--- src/dsiph_cfg.svh ---
`ifndef DSIPH_CFG_SVH
`define DSIPH_CFG_SVH
// ----------------------------------------
// command codes
// ----------------------------------------
`define DSIPH_SOFT_RESET_CMD    8'h01
`define DSIPH_SLEEP_ENTRY_CMD   8'h10
`define DSIPH_SLEEP_EXIT_CMD    8'h11
`define DSIPH_VERSION_READ_CMD  8'h90
// ----------------------------------------
// staged set-up register offsets
// ----------------------------------------
`define DSIPH_TERM_SEL_OFS      8'hAE
`define DSIPH_GCLK_ADJ_OFS      8'hB2
`define DSIPH_GOE_WIDTH_OFS     8'hB6
`define DSIPH_GATE_SUP_OFS      8'hD2
`define DSIPH_TKEY1_OFS         8'hEE
`define DSIPH_TKEY2_OFS         8'hEF
`define DSIPH_CLK_DRIVE_OFS     8'hF2
// ----------------------------------------
// test-mode key values and reset values
// ----------------------------------------
`define DSIPH_TKEY1_VAL         8'hEA
`define DSIPH_TKEY2_VAL         8'h5F
`define DSIPH_REG_RST_VAL       8'h00
`define DSIPH_VERSION_DEF       8'h5A
// ----------------------------------------
// timing, clock 100 MHz
// ----------------------------------------
`define DSIPH_CLK_MHZ           100
`define DSIPH_LOAD_TIME_US      5000
`define DSIPH_LOAD_CYCLES       (`DSIPH_LOAD_TIME_US * `DSIPH_CLK_MHZ)
`endif

--- src/dsiph_pkg.sv ---
`include "dsiph_cfg.svh"
package dsiph_pkg;
	// power state of the panel
	typedef enum logic [1:0] {
		DSIPH_ASLEEP  = 2'b00,
		DSIPH_WAKING  = 2'b01,
		DSIPH_AWAKE   = 2'b10
	} dsiph_pwr_t;

	typedef logic [7:0] dsiph_byte_t;

	// map a set-up offset to its slot; 7 means not a staged register
	function automatic logic [2:0] dsiph_slot(input logic [7:0] ofs);
		case (ofs)
			`DSIPH_TERM_SEL_OFS:  dsiph_slot = 3'h0;
			`DSIPH_GCLK_ADJ_OFS:  dsiph_slot = 3'h1;
			`DSIPH_GOE_WIDTH_OFS: dsiph_slot = 3'h2;
			`DSIPH_GATE_SUP_OFS:  dsiph_slot = 3'h3;
			`DSIPH_TKEY1_OFS:     dsiph_slot = 3'h4;
			`DSIPH_TKEY2_OFS:     dsiph_slot = 3'h5;
			`DSIPH_CLK_DRIVE_OFS: dsiph_slot = 3'h6;
			default: dsiph_slot = 3'h7;
		endcase
	endfunction
endpackage

--- src/dsiph_top.sv ---
`timescale 1ns/1ps
`include "dsiph_cfg.svh"
// Operation
// new register writes stay pending and take effect on the next vsync, except soft reset which acts at once.
// command 01h with no parameter returns all commands and parameters to reset values.
// soft reset grounds all source outputs so the display is off.
// the host waits at least 20 ms after soft reset before the next command.
// after soft reset the factory defaults are loaded into the registers within 5 ms.
// sleep entry starts the power-down profile and is ignored when already asleep.
// sleep exit runs the wake-up profile and reloads the register values.
// the host waits at least 5 ms after sleep exit before the next command.
// the version read returns one read-only byte holding the supplier version code; this design gives no answer while asleep.
// the host sends the set-up writes in order, from B2=7D through D2=64.
// the host writes 0B to AE to pick the input termination.
// the host writes 18 to B6 to set the gate enable pulse width.
// the host unlocks test mode with EE=EA, EF=5F, writes F2=68, then clears EE and EF.
// writes arrive as short packets with the code first; the version byte goes back as a read response.
module dsiph_top
	import dsiph_pkg::*;
#(
	parameter int          LOAD_CYCLES  = `DSIPH_LOAD_CYCLES,
	parameter int          WAKE_CYCLES  = 16,
	parameter logic [7:0]  VERSION_CODE = `DSIPH_VERSION_DEF // arbitrary value
)(
	input  wire logic         clk,
	input  wire logic         resetn,
	input  wire logic         link_clk,
	input  wire logic         link_frame,
	input  wire logic [7:0]   link_data,
	input  wire logic         vsync,
	output logic              rd_valid_r,
	output logic [7:0]        rd_data_r,
	output logic              source_gnd_r,
	output logic              sleep_r,
	output logic              loading_r,
	output logic [55:0]       active_regs_r
);
	localparam int NSLOT = 7;
	localparam int SW    = 11;

	// ----------------------------------------
	// pin synchronisers
	// ----------------------------------------
	logic [SW-1:0] s1_r;
	logic [SW-1:0] s2_r;
	logic [SW-1:0] s3_r;
	logic [SW-1:0] flt_r;
	logic [SW-1:0] flt_d_r;

	// three stages; a change counts once stages two and three agree
	always_ff @(posedge clk or negedge resetn) begin
		if (!resetn) begin
			s1_r    <= '0;
			s2_r    <= '0;
			s3_r    <= '0;
			flt_r   <= '0;
			flt_d_r <= '0;
		end else begin
			s1_r    <= {vsync, link_frame, link_clk, link_data};
			s2_r    <= s1_r;
			s3_r    <= s2_r;
			flt_r   <= (s2_r & s3_r) | (flt_r & (s2_r | s3_r));
			flt_d_r <= flt_r;
		end
	end

	logic lclk_rise;
	logic frame_end;
	logic vsync_rise;
	logic frame_now;
	assign lclk_rise  = flt_r[8] & ~flt_d_r[8];
	assign frame_now  = flt_r[9];
	assign frame_end  = ~flt_r[9] & flt_d_r[9];
	assign vsync_rise = flt_r[10] & ~flt_d_r[10];

	// ----------------------------------------
	// packet capture
	// ----------------------------------------
	logic [1:0]  cnt_r;
	dsiph_byte_t code_r;
	dsiph_byte_t param_r;

	// code byte first, then one parameter byte; extra bytes dropped
	always_ff @(posedge clk or negedge resetn) begin
		if (!resetn) begin
			cnt_r   <= 2'h0;
			code_r  <= 8'h00;
			param_r <= 8'h00;
		end else if (frame_end) begin
			cnt_r <= 2'h0;
		end else if (lclk_rise && frame_now) begin
			if (cnt_r == 2'h0)
				code_r <= flt_r[7:0];
			else if (cnt_r == 2'h1)
				param_r <= flt_r[7:0];
			if (cnt_r != 2'h3)
				cnt_r <= cnt_r + 2'h1;
		end
	end

	logic exec;
	logic is_rst;
	logic is_write;
	logic [2:0] slot;
	assign exec     = frame_end && (cnt_r != 2'h0);
	assign is_rst   = exec && (code_r == `DSIPH_SOFT_RESET_CMD) && (cnt_r == 2'h1);
	assign slot     = dsiph_slot(code_r);
	assign is_write = exec && (cnt_r >= 2'h2) && (slot != 3'h7);

	// ----------------------------------------
	// power state and soft reset loading
	// ----------------------------------------
	dsiph_pwr_t pwr_r;
	logic [31:0] tmr_r;

	// soft reset takes hold at once and restarts the default load
	always_ff @(posedge clk or negedge resetn) begin
		if (!resetn) begin
			loading_r <= 1'b0;
			tmr_r     <= '0;
		end else if (is_rst) begin
			loading_r <= 1'b1;
			tmr_r     <= '0;
		end else if (loading_r) begin
			// load finishes inside the window; host keeps quiet meanwhile
			if (tmr_r >= 32'(LOAD_CYCLES - 1))
				loading_r <= 1'b0;
			tmr_r <= tmr_r + 32'h1;
		end
	end

	logic [15:0] wake_r;

	// sleep state machine; reset state is sleep-in
	always_ff @(posedge clk or negedge resetn) begin
		if (!resetn) begin
			pwr_r  <= DSIPH_ASLEEP;
			wake_r <= '0;
		end else if (is_rst) begin
			pwr_r <= DSIPH_ASLEEP;
		end else begin
			case (pwr_r)
				DSIPH_ASLEEP: begin
					if (exec && code_r == `DSIPH_SLEEP_EXIT_CMD) begin
						pwr_r  <= DSIPH_WAKING;
						wake_r <= '0;
					end
				end
				DSIPH_WAKING: begin
					// host holds off the next command meanwhile
					if (wake_r >= 16'(WAKE_CYCLES - 1))
						pwr_r <= DSIPH_AWAKE;
					wake_r <= wake_r + 16'h1;
				end
				DSIPH_AWAKE: begin
					// a second sleep entry while asleep never reaches here
					if (exec && code_r == `DSIPH_SLEEP_ENTRY_CMD)
						pwr_r <= DSIPH_ASLEEP;
				end
				default: pwr_r <= DSIPH_ASLEEP;
			endcase
		end
	end

	// sources held at ground unless awake and loaded
	always_ff @(posedge clk or negedge resetn) begin
		if (!resetn) begin
			source_gnd_r <= 1'b1;
			sleep_r      <= 1'b1;
		end else begin
			source_gnd_r <= is_rst || loading_r || (pwr_r != DSIPH_AWAKE);
			sleep_r      <= (pwr_r == DSIPH_ASLEEP) || is_rst;
		end
	end

	// ----------------------------------------
	// staged set-up registers
	// ----------------------------------------
	dsiph_byte_t pend_r [NSLOT];
	logic        unlocked;
	logic        wr_ok;
	logic        reload;

	// clock-lane drive only writable with both test keys pending
	assign unlocked = (pend_r[4] == `DSIPH_TKEY1_VAL) && (pend_r[5] == `DSIPH_TKEY2_VAL);
	assign wr_ok    = is_write && ((slot != 3'h6) || unlocked);
	assign reload   = (pwr_r == DSIPH_WAKING) && (wake_r == 16'h0);

	genvar gi;
	generate
		for (gi = 0; gi < NSLOT; gi++) begin : g_slot
			// write lands in pending; copied to active on vsync or wake
			always_ff @(posedge clk or negedge resetn) begin
				if (!resetn) begin
					pend_r[gi]                <= `DSIPH_REG_RST_VAL;
					active_regs_r[gi*8 +: 8]  <= `DSIPH_REG_RST_VAL;
				end else if (is_rst) begin
					pend_r[gi]                <= `DSIPH_REG_RST_VAL;
					active_regs_r[gi*8 +: 8]  <= `DSIPH_REG_RST_VAL;
				end else begin
					if (wr_ok && slot == 3'(gi))
						pend_r[gi] <= param_r;
					if (vsync_rise || reload)
						active_regs_r[gi*8 +: 8] <= pend_r[gi];
				end
			end
		end
	endgenerate

	// ----------------------------------------
	// version read response
	// ----------------------------------------
	// no answer while asleep; one-cycle pulse with the byte
	always_ff @(posedge clk or negedge resetn) begin
		if (!resetn) begin
			rd_valid_r <= 1'b0;
			rd_data_r  <= 8'h00;
		end else begin
			rd_valid_r <= exec && (code_r == `DSIPH_VERSION_READ_CMD) && (pwr_r != DSIPH_ASLEEP);
			rd_data_r  <= VERSION_CODE;
		end
	end
endmodule

--- config.mk ---
export PLATFORM = sky130hd
export DESIGN_NAME = dsiph_top
export DESIGN_NICKNAME = d
export VERILOG_FILES = /design/src/dsiph_pkg.sv /design/src/dsiph_top.sv
export VERILOG_INCLUDE_DIRS = /design/src
export SDC_FILE = /design/constraint.sdc
export NUM_CORES = 1
export LEC_CHECK = 0
export BUFFER_PORTS_ARGS = -buffer_cell sky130_fd_sc_hd__buf_4
export CAP_MARGIN = 20
export CORE_UTILIZATION = 56
export CTS_BUF_LIST = sky130_fd_sc_hd__clkbuf_2
export DETAILED_ROUTE_END_ITERATION = 8
export PLACE_DENSITY = 0.77
export SYNTH_ARGS = -nofsm -noshare
export SYNTH_HDL_FRONTEND = slang
export SYNTH_SLANG_ARGS = --single-unit
--- constraint.sdc ---
create_clock -name clk -period 2.5 [get_ports clk]
set_input_delay 0.125 -clock clk [delete_from_list [all_inputs] [get_ports clk]]
set_output_delay 0.125 -clock clk [all_outputs]
set_load 0.02 [all_outputs]
==> metrics.md <==
| Metric | Value |
|---|---|
| Reg power frac | 56.8% |
| Total congestion overflow | 0 |
| Top routing layer in use | met4 |
| Internal power | 5.31 mW |
| Maximum capacitance violations | 0 |
| Post-Layout Inst Area | 11600 um^2 |
| First-pass GRT wire length | 32.7 mm |
| Reg-to-reg startpoint | cnt_r[1] |
| Overall die area | 17900 um^2 |
| Overall track demand over capacity in global routing | 22.8% |
| Total Nets Final | 1008 |
| Cell at the root of the clock tree | clkbuf_2 |
| Average wire per cell in the routed design | 15.8 um |
| Simple-gate share of the synthesized area | 16.0% |
| Detailed-route vias per instance | 5.41 |
| Clock sink count | 232 |
| Iteration count of the initial detailed-routing pass | 5 |
| Fraction of final layout cells sized beyond drive strength 1 | 24.5% |
| Critical path launch point type | register |
| Beginning of the critical path | cnt_r[1] |
| Metal2 WL | 9.32 mm |
| CTS buffer count | 58 |
| Setup repair after global routing missed its margin | true |
| Number of failing hold endpoints at the final stage | 0 |
| Area post-placement | 10800 um^2 |
| Dominant combinational cell family by area after synthesis | simple AND/OR/NAND/NOR gates |
| Most common flop cell mapped by yosys | dfrtp_1 |
| Portion of netlist area occupied by mux cells | 13.6% |
| Via count of the first global-routing pass | 6647 |
| Area used by sequential logic in the layout | 5810 um^2 |
| Fraction of the mapped netlist area in adder cells | 2.03% |
| Post-route clock period utilization | 97.3% |
| Vertical extent of the die | 134 um |
| Final period demand of the worst path | 2430 ps |
| Worst Tran Pin Value | 704 ps |
| Static leakage | 5.92 nW |
| Footprint of the multi-input gates | 3750 um^2 |
| Placeable core area | 16800 um^2 |
| Die Width | 134 um |
| CP cell instances | inv_2 > ha_4 > or4b_4 > nor4_4 > buf_4 > a21oi_4 > or4_1 > a21oi_2 |
| Placement row count | 47 |
| Violation count after the first detailed-route iteration | 421 |
| Post-synth EDFFs | 0 |
| Commonest non-fill, non-tap cells in the layout | 230 x dfrtp_1, 159 x nor2_1, 114 x mux2i_1 |
| Worst hold path type | reg -> reg |
| Reg clk slew, reported paths | 90 ps |
| I/O pin cnt | 81 |
| Setup Skew | 66.0 ps |
| Number of register bits inferred by synthesis | 232 |
| Number of filler cells placed in the layout | 1243 |
| Fraction of the mapped netlist area in compound gates | 2.95% |
| Clk_lat worst skew | 810 ps |
| Cell with the biggest individual delay on the critical path | or4b_4 |
| Detailed route wirelength on metal3 | 744 um |
| Number of warning messages in the yosys log | 0 |
| Reg2reg setup slack | 70 ps |
| Maximum count of clock buffers along a single path | 3 |
| Area Overhead vs Synth | 19.2% |
| Worst slew slack as a fraction of its limit | 53.1% |
| Largest net degree at the start of global routing | 95 |
| Run status | complete, no violations |
| Vias after detailed routing | 6714 |
| Post-synthesis instance area | 9720 um^2 |
| CP endpoint kind | register |
| Number of instances in the synthesized netlist | 828 |
| Number of DRC violations after detailed routing | 0 |
| Highest net fanout along the worst path | 6 |
| Portion of the post-synthesis area used by sequential elements | 59.7% |
| Remaining antenna violation count | 0 |
| Start-to-end type of the worst setup path | reg -> reg |
| Half-perimeter wire length after placement | 12.5 mm |
| Post-synthesis cell type count | 59 |
| Level count of the clock H-tree | 2 |
| Length of routed wiring on met1 | 9.28 mm |
| CP Capture Point | wake_r[14] |
| Maximum achievable frequency | 0.411 GHz |
| Wire length reported by the detailed router | 19.6 mm |
| Worst IR Drop VDD | 0.000363 V |
| Arrival time at the worst endpoint | 3130 ps |
| Worst reg2reg path endpoint | wake_r[14] |
| Data required time of the critical path | 3200 ps |
| Final number of setup-violating endpoints | 0 |
| Part of the total power dissipated in the clock network | 30.3% |
| Number of antenna violations at the first check in global routing | 1 |
| Pins over their slew limit | 0 |
| Part of the total power dissipated in combinational logic | 12.9% |
| Fraction of registers with async set/reset | 100% |
| Net switching power figure | 2.17 mW |
| Slowest cell delay on critical path | 570 ps |
| Post-synthesis average cell area | 11.7 um^2 |
| Path depth of the worst reg2reg path | 8 |
| CTS tree | built |
| Worst-case hold slack | 353 ps |
| Power per standard cell area | 646 nW/um^2 |
| Switching fraction of total power | 29.0% |
| Commonest non-fill, non-tap cell in the layout | dfrtp_1 |
| Count of buffers inserted at the top-level ports | 76 |
| Parity-gate share of the synthesized area counting xor and xnor cells | 2.70% |
| Global placer's final weighted congestion | 0.843 |
| Initial standard-cell utilization of the core | 58.0% |
==> cell usage after synthesis (3+ instances only) <==
library cell    n  area, um^2
a21oi_1        11        55.1
and3_1          8        50.1
and4_1          3        26.3
buf_4          14         105
clkbuf_1       28         105
dfrtp_1       230        5760
ha_1            7        87.6
inv_1          14        52.6
maj3_1         11         110
mux2_2         16         180
mux2i_1       114        1140
nand2_1        29         109
nand2b_1        4        25.0
nand3_1        22         110
nand4_1        10        62.6
nand4b_1        4        35.0
nor2_1        160         601
nor2b_1         3        18.8
nor3_1         15        75.1
nor3b_1         6        45.0
nor4_1         18         113
o21ai_0         6        30.0
o31ai_1         7        52.6
or2_2           4        25.0
or3_1           5        31.3
or4_1           8        60.1
xnor2_1        27         236
xor2_1          3        26.3
==> sequential cells by signal, summed over array words and instances, names as in the netlist, 11 cells and up <==
signal         count
s1_r              11
s3_r              11
wake_r            16
active_regs_r     56
tmr_r             32
s2_r              11
flt_r             11
pend_r            56
==> how the worst min path moves through the flow <==
stage / start / to / slack (ps) / cells past startpoint
after floorplan: resetn / active_regs_r[0] / -170 / 0
after global placement: resetn / wake_r[10] / 200 / 1
after detailed placement: resetn / rd_data_r[1] / 190 / 1
after CTS: s1_r[0] / s2_r[0] / 350 / 0
after global routing: s1_r[0] / s2_r[0] / 350 / 0
final: s1_r[7] / s2_r[7] / 350 / 0
==> stage by stage <==
stage               TNS, ps  utilization [%]  worst slack (ps)  std cells  total power [mW]
floorplan                 0                -               103        831              4.77
global placement          0             64.2              84.6       1117              5.17
detailed placement        0             64.2              28.9       1117              5.20
CTS                       0             68.4              1.44       1232              7.53
global route           -200             69.2             -44.1       1240              7.90
finish                    0             69.2              68.6       1240              7.48
==> layer usage <==
metal / vias to the layer above / global-route usage (%)
li1: 3213 / -
met1: 3338 / 32.1
met2: 139 / 35.8
met3: 24 / 4.30
met4: 0 / 7.89
met5: - / 0
==> repair_timing <==
item | 4_1_cts | 5_1_grt
gates resized for setup | 1 | 18
gates cloned | 0 | 1
hold buffers | 24 | 0
pin swaps | 1 | 18
setup buffers | 0 | 6
endpoints found under the hold margin | 243 | 0
endpoints found under the setup margin | 4 | 37
==> layout make-up <==
cell class                 instances  share of cell area, %
timing repair buffer             140                   10.8
clock buffer                      85                   3.67
tap                              220                   2.37
antenna                            1                 0.0216
clock inverter                     6                  0.248
multi-input combinational        542                   32.3
inverter                          14                  0.453
sequential                       232                   50.1
==> power groups by stage <==
| stage | sequential, mW | clock, mW | combinational, mW |
|---|---|---|---|
| after floorplan | 4.18 | 0 | 0.596 |
| after global placement | 4.31 | 0 | 0.858 |
| after detailed placement | 4.32 | 0 | 0.884 |
| after CTS | 4.24 | 2.37 | 0.919 |
| after global routing | 4.29 | 2.56 | 1.05 |
| final | 4.25 | 2.27 | 0.968 |
==> logic make-up after synthesis <==
kind of cell,count (synthesis)
simple gates,316
mux,130
xor+xnor,30
fa+ha+maj,18
other cells,2
flops,232
compound gates,42
buf+inv,58
==> worst max-delay path, delay by kind of cell, from the launching register on <==
family,cells,cell delay [ps]
AOI/OAI and AO/OA,2,180
adders and majority gates,1,170
buffers and inverters,2,250
DFF,1,370
and+or+nand+nor,3,1370
Power figures use the tool's default switching activity.
